**src/tpwm_defines.svh**
```systemverilog
// Register offsets, field positions, reset values and timing counts of the three-phase modulator.
`ifndef TPWM_DEFINES_SVH
`define TPWM_DEFINES_SVH

`define TPWM_ADDR_W          8
`define TPWM_IDX_DUTY_HIGH   8'h1a
`define TPWM_IDX_DUTY_LOW    8'h1b
`define TPWM_IDX_CONTROL     8'h1c
`define TPWM_IDX_PORT_DATA   8'h1d
`define TPWM_IDX_PORT_DIR    8'h1e
`define TPWM_IDX_STATUS      8'h1f

`define TPWM_CTL_TRUE_EN     0
`define TPWM_CTL_COMP_EN     1
`define TPWM_CTL_DT_EN       2
`define TPWM_CTL_PS_LSB      3
`define TPWM_CTL_PS_MSB      5
`define TPWM_CTL_DT_LSB      6
`define TPWM_CTL_DT_MSB      7

`define TPWM_SEL_HI          7
`define TPWM_SEL_LO          6

`define TPWM_CONTROL_RESET   8'h00
`define TPWM_PORT_DATA_RESET 8'h00
`define TPWM_PORT_DIR_RESET  8'hff
`define TPWM_DUTY_RESET      10'h000

`define TPWM_CYCLE_CLOCKS    11'h400
`define TPWM_DT_BASE_CLOCKS  5'h02

`endif

```
**src/tpwm_pkg.sv**
```systemverilog
// Types shared by the three-phase modulator.
package tpwm_pkg;

    typedef enum logic [1:0] {
        TPWM_MODE_STD,
        TPWM_MODE_9P1,
        TPWM_MODE_8P2,
        TPWM_MODE_7P3
    } tpwm_mode_t;

    typedef struct packed {
        logic [2:0] drive;
        logic [2:0] enable;
    } tpwm_pins_t;

endpackage : tpwm_pkg

```
**src/tpwm_core.sv**
```systemverilog
// Three-phase modulator with complementary outputs, dead time and an Avalon-MM register slave.
//
// Overview of operation
// - Writing low duty only fills a two-bit holding buffer.
// - Duty is high byte bits 9..2 plus low bits 1..0.
// - True pin passes waveform when latch is 1, else inactive level.
// - Complement pin passes waveform when latch is 1, else inactive level.
// - Standard, 9+1, 8+2 and 7+3 modes chosen by a fixed option.
// - Counter runs on prescaled clock; full cycle is 1024 ticks always.
// - Prescaler and duty registers may be written at any time.
// - 9+1 mode: two 512-tick modulation cycles, nine coarse, one fine bit.
// - 8+2 mode: four 256-tick modulation cycles, high byte coarse.
// - 7+3 mode: eight 128-tick modulation cycles, three fine bits.
// - Modulation cycle below fine value is active one tick longer.
// - Standard mode: one 1024-tick cycle active for the whole duty value.
// - True enable plus select bits pick channel 0, 1, 2 or all.
// - Complement enable uses the same selection, independent of true enable.
// - A period request pulses at each counter overflow.
// - Complement output offers optional dead time of 2 to 16 clocks.
// - Control bits 5..3 divide system clock by 1 to 128.
// - Control bits 7..6 pick 2, 4, 8 or 16 clocks; a bit enables it.
// - True polarity option 0 is active high, 1 is active low.
// - Complement polarity option 0 is active high, 1 is active low.
`timescale 1ns/100ps
`include "tpwm_defines.svh"

module tpwm_core
    import tpwm_pkg::*;
#(
    parameter tpwm_mode_t MODE             = TPWM_MODE_STD,
    parameter logic       TRUE_POLARITY    = 1'b0,
    parameter logic       COMP_POLARITY    = 1'b0
) (
    input  wire logic                     sys_clk,
    input  wire logic                     reset_n,
    input  wire logic [`TPWM_ADDR_W-1:0]  avs_address,
    input  wire logic                     avs_read,
    input  wire logic                     avs_write,
    input  wire logic [31:0]              avs_writedata,
    input  wire logic [3:0]               avs_byteenable,
    output      logic [31:0]              avs_readdata,
    output      logic                     avs_waitrequest,
    output      tpwm_pins_t               true_pins,
    output      tpwm_pins_t               comp_pins,
    output      logic                     period_irq
);

    ////////////////////////////////////////////////////////////////////////////////
    // Register slave.

    logic [7:0] duty_high_byte_reg;
    logic [1:0] duty_low_bits_reg;
    logic [9:0] duty_active_reg;
    logic [7:0] modulator_control_reg;
    logic [7:0] port_data_reg;
    logic [7:0] port_direction_control_reg;
    logic       ack_reg;
    logic       overflow_seen_reg;
    logic [9:0] count_reg;
    logic       tick;
    logic       period_end;
    logic       wr_low;
    logic       access;

    // Every access takes one wait cycle, so read data always comes from a flop.
    assign access          = avs_read | avs_write;
    assign avs_waitrequest = access & ~ack_reg;
    assign wr_low          = avs_write & ack_reg & avs_byteenable[0];

    always_ff @(posedge sys_clk) begin
        if (!reset_n) begin
            ack_reg <= 1'b0;
        end else begin
            ack_reg <= access & ~ack_reg;
        end
    end

    always_ff @(posedge sys_clk) begin
        if (!reset_n) begin
            duty_high_byte_reg <= 8'h00;
            duty_low_bits_reg  <= 2'h0;
        end else if (wr_low) begin
            case (avs_address)
                `TPWM_IDX_DUTY_LOW: begin
                    duty_low_bits_reg <= avs_writedata[1:0];
                end
                `TPWM_IDX_DUTY_HIGH: begin
                    duty_high_byte_reg <= avs_writedata[7:0];
                end
                default: ;
            endcase
        end
    end

    // The pending duty is loaded only on the high-byte write, so both halves land together; it is committed at the period end.
    logic [9:0] duty_pending_reg;
    logic       duty_loaded_reg;

    always_ff @(posedge sys_clk) begin
        if (!reset_n) begin
            duty_pending_reg <= `TPWM_DUTY_RESET;
            duty_loaded_reg  <= 1'b0;
        end else if (wr_low && avs_address == `TPWM_IDX_DUTY_HIGH) begin
            duty_pending_reg <= {avs_writedata[7:0], duty_low_bits_reg};
            duty_loaded_reg  <= 1'b1;
        end else if (period_end) begin
            duty_loaded_reg  <= 1'b0;
        end
    end

    always_ff @(posedge sys_clk) begin
        if (!reset_n) begin
            duty_active_reg <= `TPWM_DUTY_RESET;
        end else if (period_end && duty_loaded_reg) begin
            duty_active_reg <= duty_pending_reg;
        end
    end

    always_ff @(posedge sys_clk) begin
        if (!reset_n) begin
            modulator_control_reg      <= `TPWM_CONTROL_RESET;
            port_data_reg              <= `TPWM_PORT_DATA_RESET;
            port_direction_control_reg <= `TPWM_PORT_DIR_RESET;
        end else if (wr_low) begin
            case (avs_address)
                `TPWM_IDX_CONTROL:   modulator_control_reg      <= avs_writedata[7:0];
                `TPWM_IDX_PORT_DATA: port_data_reg              <= avs_writedata[7:0];
                `TPWM_IDX_PORT_DIR:  port_direction_control_reg <= avs_writedata[7:0];
                default: ;
            endcase
        end
    end

    // Overflow flag: set wins over a same-cycle read clear.
    always_ff @(posedge sys_clk) begin
        if (!reset_n) begin
            overflow_seen_reg <= 1'b0;
        end else if (period_end) begin
            overflow_seen_reg <= 1'b1;
        end else if (avs_read && ack_reg && avs_address == `TPWM_IDX_STATUS) begin
            overflow_seen_reg <= 1'b0;
        end
    end

    always_ff @(posedge sys_clk) begin
        if (!reset_n) begin
            avs_readdata <= 32'h0000_0000;
        end else if (avs_read && !ack_reg) begin
            case (avs_address)
                `TPWM_IDX_DUTY_HIGH: avs_readdata <= {24'h000000, duty_high_byte_reg};
                `TPWM_IDX_DUTY_LOW:  avs_readdata <= {30'h0, duty_low_bits_reg};
                `TPWM_IDX_CONTROL:   avs_readdata <= {24'h000000, modulator_control_reg};
                `TPWM_IDX_PORT_DATA: avs_readdata <= {24'h000000, port_data_reg};
                `TPWM_IDX_PORT_DIR:  avs_readdata <= {24'h000000, port_direction_control_reg};
                `TPWM_IDX_STATUS:    avs_readdata <= {22'h0, count_reg};
                default:             avs_readdata <= {29'h0, COMP_POLARITY, TRUE_POLARITY, overflow_seen_reg};
            endcase
        end
    end

    ////////////////////////////////////////////////////////////////////////////////
    // Prescaler and cycle counter.

    logic [6:0] prescale_reg;
    logic [2:0] prescale_sel;
    logic [6:0] prescale_mask;

    assign prescale_sel  = modulator_control_reg[`TPWM_CTL_PS_MSB:`TPWM_CTL_PS_LSB];
    // A mask compare lets the rate change mid-run without a reload glitch.
    assign prescale_mask = 7'((8'h01 << prescale_sel) - 8'h01);
    assign tick          = (prescale_reg & prescale_mask) == prescale_mask;
    assign period_end    = tick && (count_reg == 10'h3ff);

    always_ff @(posedge sys_clk) begin
        if (!reset_n) begin
            prescale_reg <= 7'h00;
        end else begin
            prescale_reg <= prescale_reg + 7'h01;
        end
    end

    always_ff @(posedge sys_clk) begin
        if (!reset_n) begin
            count_reg <= 10'h000;
        end else if (tick) begin
            count_reg <= count_reg + 10'h001;
        end
    end

    always_ff @(posedge sys_clk) begin
        if (!reset_n) begin
            period_irq <= 1'b0;
        end else begin
            period_irq <= period_end;
        end
    end

    ////////////////////////////////////////////////////////////////////////////////
    // Waveform.

    // Returns whether the current tick lies in the active part of its modulation cycle.
    function automatic logic wave_active(input tpwm_mode_t m, input logic [9:0] d, input logic [9:0] c);
        logic [9:0] coarse_duty;
        logic [2:0] fine_duty;
        logic [9:0] pos;
        logic [2:0] idx;
        coarse_duty = 10'h000;
        fine_duty   = 3'h0;
        pos         = c;
        idx         = 3'h0;
        case (m)
            TPWM_MODE_9P1: begin
                coarse_duty = {1'b0, d[9:1]};
                fine_duty   = {2'b00, d[0]};
                pos         = {1'b0, c[8:0]};
                idx         = {2'b00, c[9]};
            end
            TPWM_MODE_8P2: begin
                coarse_duty = {2'b00, d[9:2]};
                fine_duty   = {1'b0, d[1:0]};
                pos         = {2'b00, c[7:0]};
                idx         = {1'b0, c[9:8]};
            end
            TPWM_MODE_7P3: begin
                coarse_duty = {3'b000, d[9:3]};
                fine_duty   = d[2:0];
                pos         = {3'b000, c[6:0]};
                idx         = c[9:7];
            end
            default: begin
                coarse_duty = d;
            end
        endcase
        if (m != TPWM_MODE_STD && idx < fine_duty) begin
            wave_active = pos <= coarse_duty;
        end else begin
            wave_active = pos < coarse_duty;
        end
    endfunction : wave_active

    logic wave_reg;
    always_ff @(posedge sys_clk) begin
        if (!reset_n) begin
            wave_reg <= 1'b0;
        end else begin
            wave_reg <= wave_active(MODE, duty_active_reg, count_reg);
        end
    end

    ////////////////////////////////////////////////////////////////////////////////
    // Dead time and pin drive.

    logic [4:0] dt_count_reg;
    logic       wave_prev_reg;
    logic       true_wave;
    logic       comp_wave;
    logic [4:0] dt_len;
    logic       dt_on;

    assign dt_on  = modulator_control_reg[`TPWM_CTL_DT_EN];
    assign dt_len = 5'(`TPWM_DT_BASE_CLOCKS << modulator_control_reg[`TPWM_CTL_DT_MSB:`TPWM_CTL_DT_LSB]);

    always_ff @(posedge sys_clk) begin
        if (!reset_n) begin
            wave_prev_reg <= 1'b0;
            dt_count_reg  <= 5'h00;
        end else begin
            wave_prev_reg <= wave_reg;
            if (wave_reg != wave_prev_reg) begin
                dt_count_reg <= dt_len - 5'h01;
            end else if (dt_count_reg != 5'h00) begin
                dt_count_reg <= dt_count_reg - 5'h01;
            end
        end
    end

    // The edge cycle itself is blanked, so neither side can switch on in the cycle the other switches off.
    assign true_wave = wave_reg & ~(dt_on && (wave_reg != wave_prev_reg || dt_count_reg != 5'h00));
    assign comp_wave = ~wave_reg & ~(dt_on && (wave_reg != wave_prev_reg || dt_count_reg != 5'h00));

    function automatic logic [2:0] channel_mask(input logic en, input logic [1:0] sel);
        channel_mask = 3'h0;
        if (en) begin
            case (sel)
                2'b00:   channel_mask = 3'b001;
                2'b01:   channel_mask = 3'b010;
                2'b10:   channel_mask = 3'b100;
                default: channel_mask = 3'b111;
            endcase
        end
    endfunction : channel_mask

    logic [1:0] channel_sel;
    logic [2:0] true_sel;
    logic [2:0] comp_sel;
    assign channel_sel = {port_data_reg[`TPWM_SEL_HI], port_data_reg[`TPWM_SEL_LO]};
    assign true_sel    = channel_mask(modulator_control_reg[`TPWM_CTL_TRUE_EN], channel_sel);
    assign comp_sel    = channel_mask(modulator_control_reg[`TPWM_CTL_COMP_EN], channel_sel);

    // Deselected pins fall back to the plain port latch.
    always_ff @(posedge sys_clk) begin
        if (!reset_n) begin
            true_pins <= '0;
            comp_pins <= '0;
        end else begin
            for (int i = 0; i < 3; i++) begin
                true_pins.enable[i] <= ~port_direction_control_reg[2*i];
                comp_pins.enable[i] <= ~port_direction_control_reg[2*i+1];
                true_pins.drive[i]  <= true_sel[i] ? ((port_data_reg[2*i] & true_wave) ^ TRUE_POLARITY)
                                                   : port_data_reg[2*i];
                comp_pins.drive[i]  <= comp_sel[i] ? ((port_data_reg[2*i+1] & comp_wave) ^ COMP_POLARITY)
                                                   : port_data_reg[2*i+1];
            end
        end
    end

    ////////////////////////////////////////////////////////////////////////////////
    // Checks.

    property p_period;
        @(posedge sys_clk) disable iff (!reset_n) period_end |=> period_irq ##1 !period_irq;
    endproperty
    a_period: assert property (p_period) else $error("period request not a single pulse");

    property p_wrap;
        @(posedge sys_clk) disable iff (!reset_n) period_end |=> count_reg == 10'h000;
    endproperty
    a_wrap: assert property (p_wrap) else $error("counter did not wrap");

    property p_commit;
        @(posedge sys_clk) disable iff (!reset_n)
            (period_end && duty_loaded_reg) |=> duty_active_reg == $past(duty_pending_reg);
    endproperty
    a_commit: assert property (p_commit) else $error("duty not committed at cycle end");

    property p_hold;
        @(posedge sys_clk) disable iff (!reset_n) !period_end |=> $stable(duty_active_reg);
    endproperty
    a_hold: assert property (p_hold) else $error("duty changed mid cycle");

    property p_low_buf;
        @(posedge sys_clk) disable iff (!reset_n)
            (wr_low && avs_address == `TPWM_IDX_DUTY_LOW) |=> $stable(duty_pending_reg);
    endproperty
    a_low_buf: assert property (p_low_buf) else $error("low write reached pending duty");

    property p_no_overlap;
        @(posedge sys_clk) disable iff (!reset_n) dt_on |-> !(true_wave && comp_wave);
    endproperty
    a_no_overlap: assert property (p_no_overlap) else $error("true and complement active together");

    property p_complement;
        @(posedge sys_clk) disable iff (!reset_n) !dt_on |-> comp_wave == !true_wave;
    endproperty
    a_complement: assert property (p_complement) else $error("complement not inverse");

    property p_disable;
        @(posedge sys_clk) disable iff (!reset_n) !modulator_control_reg[`TPWM_CTL_TRUE_EN] |-> true_sel == 3'h0;
    endproperty
    a_disable: assert property (p_disable) else $error("true output selected while disabled");

    property p_tick_div1;
        @(posedge sys_clk) disable iff (!reset_n) prescale_sel == 3'h0 |-> tick;
    endproperty
    a_tick_div1: assert property (p_tick_div1) else $error("undivided prescaler missed a tick");

endmodule : tpwm_core

```
**config.mk**
```make
export PLATFORM = sky130hd
export DESIGN_NAME = tpwm_core
export DESIGN_NICKNAME = d
export VERILOG_FILES = /design/src/tpwm_pkg.sv /design/src/tpwm_core.sv
export VERILOG_INCLUDE_DIRS = /design/src
export SDC_FILE = /design/constraint.sdc
export NUM_CORES = 1
export LEC_CHECK = 0
export BUFFER_PORTS_ARGS = -buffer_cell sky130_fd_sc_hd__buf_2
export CORE_MARGIN = 2
export CORE_UTILIZATION = 45
export CTS_BUF_LIST = sky130_fd_sc_hd__clkbuf_4 sky130_fd_sc_hd__clkbuf_8 sky130_fd_sc_hd__clkbuf_16
export DETAILED_ROUTE_END_ITERATION = 10
export PLACE_DENSITY = 0.67
export RECOVER_POWER = 100
export SYNTH_ARGS = -nofsm -noshare
export SYNTH_HDL_FRONTEND = slang
export SYNTH_SLANG_ARGS = --single-unit
```
**constraint.sdc**
```tcl
create_clock -name sys_clk -period 3 [get_ports sys_clk]
set_clock_uncertainty 0.1 [all_clocks]
set_input_delay 0.15 -clock sys_clk [delete_from_list [all_inputs] [get_ports sys_clk]]
set_output_delay 0.15 -clock sys_clk [all_outputs]
set_load 0.02 [all_outputs]
```
==> flow_summary.ini, run 1 <==
[run_status]
outcome = finished, final reports clean

[finish]
final-seq-area_sq_um = 1920
final_common_cell = dfxtp_1
multi_input_area_sq_um = 2220
drive_above_1_share_pct = 9.25
mostFrequentLayoutCells = 96 x dfxtp_1, 72 x nand2_1, 48 x o21ai_0
final_area_sq_um = 4860
syn_to_final_growth_pct = 8.50
n_antenna_cell = 0
nets = 621
finish.utilization_pct = 49.9
fillers = 936
layoutNonFillerInstCount = 695

[yosys]
synth_cells = 518
synth_edf_count = 0
synthDistinctLibCells = 52
synth_top_family_by_area = simple AND/OR/NAND/NOR gates
avgSynthCellArea_sq_um = 8.64
synth-compound-area-share_pct = 14.9
synth_fa_ha_area_share_pct = 4.19
synth_seq_cells = 96
syn_area_sq_um = 4480
synth_simple_gate_area_share_pct = 21.6
ys_seq_area_share_pct = 42.9
ys_warn_count = 0
yosys.area_share.xor_xnor_pct = 1.57
ys.flop_type = dfxtp_1
synthArstFlopShare_pct = 0
synthMuxAreaShare_pct = 6.54

[timing]
tightestPinTransition_ps = 1350
final-setup-viol-count = 0
fmax_ghz = 0.418
fin_crit_ps = 2390
hold_violations = 0
period_share_pct = 79.7
drv_slew = 0
timing.setup.tns_ps = 0
relSlewSlack_pct = 9.86
rsz0062_at_grt = false

[routing]
routedWlPerCell_microns = 14.9
routed_wl_microns = 10400
drc = 0
vias_per_cell = 5.28
drt_iter0_markers = 211
num_vias = 3673
ant_nets = 0
dr.pass1.iters = 5

[setup_path]
worstSetupStartpointType = flop
end_kind = flop
worst_ep_arrival_time_ps = 2590
cp_max_fo = 22
cp_cell_sequence = nand4_1 > a22o_1 > nor4_2 > clkbuf_1 > mux2i_1
worstPathRequired_ps = 3200
worstSetupPathType = flop to flop
max_stage_delay_ps = 590
crit_slowest_cell = clkbuf_1

[clocking]
ctsRootBufferMaster = clkbuf_8
clk_path_buf_depth = 2
cts_sinks = 96
clk_latency_ps = 370
cts_buffers = 9
htree_levels = 3
post_cts_buffers = 0
cts_tree = done
ctsResizeCount = 0
clk_pin_slew_ps = 90

[power]
p_leak_nw = 1.79
power_density_nw_per_um2 = 497
ir_drop_mv = 0.182

[global_routing]
antenna_found_initial = 0
grtUsageTotal_pct = 19.7
grt_max_degree = 71
grt_first_pass_wirelength_microns = 17000
grt-ovfl-total = 0
grt_pass1_vias = 3418

[place]
place_congestion = 0.841
io_buffers = 44
dpl_cell_area_sq_um = 4700
dp_hpwl_microns = 7340
place_inst = 672

[die]
dieWidth_microns = 104
die-area_sq_um = 10800
core_area_sq_um = 9730
floorplan.initialDensity_pct = 46.0
ioPinCount = 94
num_rows = 36
dieHeight_microns = 104

[run]
drv_cap = 0

[min_path]
hp-class = input pin to flop
==> logic make-up after synthesis <==
kind of cell,Yosys count
fa+ha+maj,15
other cells,1
flops,96
compound gates,110
simple gates,197
xor+xnor,8
mux,24
buf+inv,67
==> cell usage after synthesis, drive strengths merged (5+ instances only) <==
master / number / area, sq um
inv: 16 / 60.1
a31oi: 7 / 43.8
nor3: 9 / 45.0
nor2: 32 / 120
ha: 15 / 188
nand2: 72 / 270
nand3: 41 / 215
o31ai: 7 / 52.6
mux2i: 18 / 180
o21ai: 50 / 280
a22o: 5 / 43.8
or4: 6 / 45.0
or3: 7 / 43.8
clkbuf: 22 / 82.6
dfxtp: 96 / 1920
buf: 29 / 220
and3: 6 / 42.5
a21oi: 27 / 135
==> critical path: cells and delay by family (launching register included) <==
kind                   cells  cell delay [ps]
AOI/OAI and AO/OA          1              470
muxes                      1              260
DFF                        1              410
and+or+nand+nor            2              480
buffers and inverters      1              590
==> where the power goes <==
group | internal [W] | switching, W | leakage [nW] | total, W
Combinational | 0.000105 | 0.000187 | 0.923 | 0.000292
Clock | 0.000349 | 0.000432 | 0.0917 | 0.000780
Sequential | 0.00131 | 0.0000327 | 0.776 | 0.00134
==> stage by stage <==
step                setup slack, ps  hold WS (ps)  total power [W]
CTS                             909          1.74          0.00243
detailed placement              874           315          0.00166
global route                    446          31.4          0.00252
global placement                944           312          0.00165
finish                          609          12.1          0.00241
floorplan                      1200           175          0.00160
==> path summary, 6_finish.rpt <==
kind | from | endpoint | slack, ps | cells after the start
max | prescale_reg[2]$_SDFF_PN0_ | duty_active_reg[6]$_SDFFE_PN0P_ | 610 | 5
min reg2reg | port_direction_control_reg[1]$_SDFFE_PN1P_ | comp_pins[0]$_SDFF_PN0_ | 320 | 1
max reg2reg | prescale_reg[2]$_SDFF_PN0_ | duty_active_reg[6]$_SDFFE_PN0P_ | 610 | 5
min | avs_writedata[1] | duty_high_byte_reg[1]$_SDFFE_PN0P_ | 10 | 3
==> per-layer routing <==
metal | share of wire, % | GRT usage, %
met2 | 47 | 32.8
met1 | 46 | 25.1
met3 | 4.8 | 3.08
met5 | 0 | 0
met4 | 2.4 | 9.27
==> timing repair <==
item | in CTS | in global routing
endpoints found under the hold margin | 22 | 0
hold buffers | 8 | 0
setup endpoints to repair | 0 | 0
==> cell type report <==
| class | instances | share of cell area [%] |
|---|---|---|
| clock buffers | 12 | 3.27 |
| clock inverters | 3 | 0.361 |
| inverters | 16 | 1.24 |
| multi-input cells | 376 | 45.8 |
| flip-flops and latches | 96 | 39.6 |
| well taps | 133 | 3.43 |
| repair buffers | 59 | 6.31 |
(Power assumes the default switching activity.)
==> run 2: changes to the inputs <==
ABC_AREA = 1   (was default)
PLACE_DENSITY = 0.69   (was 0.67)
clock period = 2 ns   (was 3 ns; I/O delays follow)
==> flow_summary.ini, run 2 <==
[global_routing]
grt-ovfl-total = 0
grt_max_degree = 58
antenna_found_initial = 0
grt_pass1_vias = 3893
grt_first_pass_wirelength_microns = 18500
grtUsageTotal_pct = 20.9

[finish]
drive_above_1_share_pct = 9.10
n_antenna_cell = 0
final_area_sq_um = 5170
mostFrequentLayoutCells = 150 x nand2_1, 95 x dfxtp_1, 77 x nor2_1
final_common_cell = nand2_1
nets = 772
fillers = 1048
syn_to_final_growth_pct = 10.6

[yosys]
synth_cells = 657
synth_common_cells = 149 x nand2_1, 96 x dfxtp_1, 76 x nor2_1, 65 x a21oi_1, 63 x nand3_1
ys.flop_type = dfxtp_1
synth_edf_count = 0
synth_top_area_share_pct = 41.1
yosysMostFrequentCell = nand2_1
ys_warn_count = 0
avgSynthCellArea_sq_um = 7.12
syn_area_sq_um = 4680
ys_seq_area_share_pct = 41.1
synthDistinctLibCells = 38
synthArstFlopShare_pct = 0
synth_seq_cells = 96
yosys-top-cells-area = dfxtp_1 41%, nand2_1 12%, a21oi_1 7.0%
yosysTopAreaCell = dfxtp_1

[routing]
vias_per_cell = 4.96
wl_met2_microns = 5430
drc = 0
drt_iter0_markers = 228
route.layer.met1.wl_microns = 4900
route.met3.wl_microns = 376
ant_nets = 0
highest_layer = met4
num_vias = 4215
dr.pass1.iters = 5
routedWlPerCell_microns = 13.0
routed_wl_microns = 11000

[setup_path]
rr_endpoint = port_direction_control_reg[5]$_SDFFE_PN1P_
r2r_slack_ps = 170
startpoint = ack_reg$_SDFF_PN0_
worst_ep_arrival_time_ps = 1960
reg2reg_from = ack_reg$_SDFF_PN0_
crit_path_end = port_direction_control_reg[5]$_SDFFE_PN1P_
worstPathRequired_ps = 2130
worstSetupStartpointType = flop
end_kind = flop
cp_max_fo = 9
r2r_cells = 5
worstSetupPathType = flop to flop

[power]
power_density_nw_per_um2 = 718
power.total_w = 0.00372
ir_drop_mv = 0.368
p_leak_nw = 2.28

[clocking]
htree_levels = 3
ctsRootBufferMaster = clkbuf_8
clk_path_buf_depth = 2
cts_sinks = 96
clk_latency_ps = 360
cts_buffers = 9
post_cts_buffers = 0
clk_pin_slew_ps = 90
cts_tree = done

[die]
die-area_sq_um = 11200
num_rows = 37
core_area_sq_um = 10200
floorplan.initialDensity_pct = 45.9
dieHeight_microns = 106
ioPinCount = 94
dieWidth_microns = 106

[timing]
rsz0062_at_grt = false
hold_violations = 0
fmax_ghz = 0.545
period_share_pct = 91.7
timing.setup.tns_ps = 0
fin_crit_ps = 1830
drv_slew = 0
final-setup-viol-count = 0
relSlewSlack_pct = 51.5
worst_slack_ps = 166
tightestPinTransition_ps = 728

[place]
dpl_cell_area_sq_um = 4960
place_congestion = 0.871
post-place-ws_ps = 183
dp_hpwl_microns = 8060
io_buffers = 44

[run]
drv_cap = 0

[min_path]
hp-class = input pin to flop

[run_status]
outcome = finished, final reports clean
## run 2: timing repair
action | in CTS | in global routing
hold buffers | 10 | 0
gates resized for setup | 0 | 2
hold endpoints to repair | 28 | 0
endpoints found under the setup margin | 0 | 2
## run 2: final cells by class
class / instances / area, sq um / area share [%]
clock buffers: 12 / 153 / 2.95
well taps: 136 / 170 / 3.29
flip-flops and latches: 96 / 1920 / 37.2
multi-input cells: 468 / 2270 / 43.9
clock inverters: 4 / 28.8 / 0.556
repair buffers: 63 / 360 / 6.96
inverters: 71 / 267 / 5.15
## run 2: power breakdown
group / leakage, nW / total [W] / internal (W) / switching (W)
Sequential: 0.777 / 0.00203 / 0.00198 / 0.0000494
Clock: 0.0898 / 0.00118 / 0.000517 / 0.000661
Combinational: 1.42 / 0.000511 / 0.000178 / 0.000333
## run 2: critical path, stage by stage (launching register included)
cell     delay (ps)
dfxtp_1         400
nand3_1         250
nor3_2          610
inv_2           180
nand2_1         100
nand3_1          60
## run 2: kinds of logic after synthesis
kind of cell | count (synthesis) | synth area share (%)
XOR/XNOR | 7 | 1.47
AO/OA/AOI/OAI | 114 | 12.7
flip-flops | 96 | 41.1
other | 1 | 0.0802
adder cells (fa/ha/maj) | 15 | 4.01
buffers and inverters | 114 | 11.7
AND/OR/NAND/NOR | 310 | 29.0
## run 2: per-stage QoR
step / utilization (%) / std cells / hold WS (ps)
final: 50.8 / 850 / 89.9
after floorplan: - / 678 / 126
after detailed placement: 48.7 / 824 / 281
after CTS: 51.5 / 850 / 80.7
after global placement: 48.7 / 824 / 278
after global routing: 50.8 / 850 / 108
## run 2: how the worst min path moves through the flow
stage / startpoint / cells after the start / end
after global routing: avs_read / 4 / overflow_seen_reg$_SDFFE_PN0P_
after CTS: avs_read / 4 / overflow_seen_reg$_SDFFE_PN0P_
after global placement: avs_writedata[2] / 3 / port_direction_control_reg[2]$_SDFFE_PN1P_
after detailed placement: avs_writedata[4] / 3 / port_direction_control_reg[4]$_SDFFE_PN1P_
final: avs_read / 4 / overflow_seen_reg$_SDFFE_PN0P_
after floorplan: avs_writedata[6] / 2 / port_direction_control_reg[6]$_SDFFE_PN1P_
## run 2: routing by layer
metal	global-route usage [%]	vias up
met1	25.8	1937
met5	0	-
met2	36.1	89
li1	-	2166
met3	3.13	23
met4	9.12	0
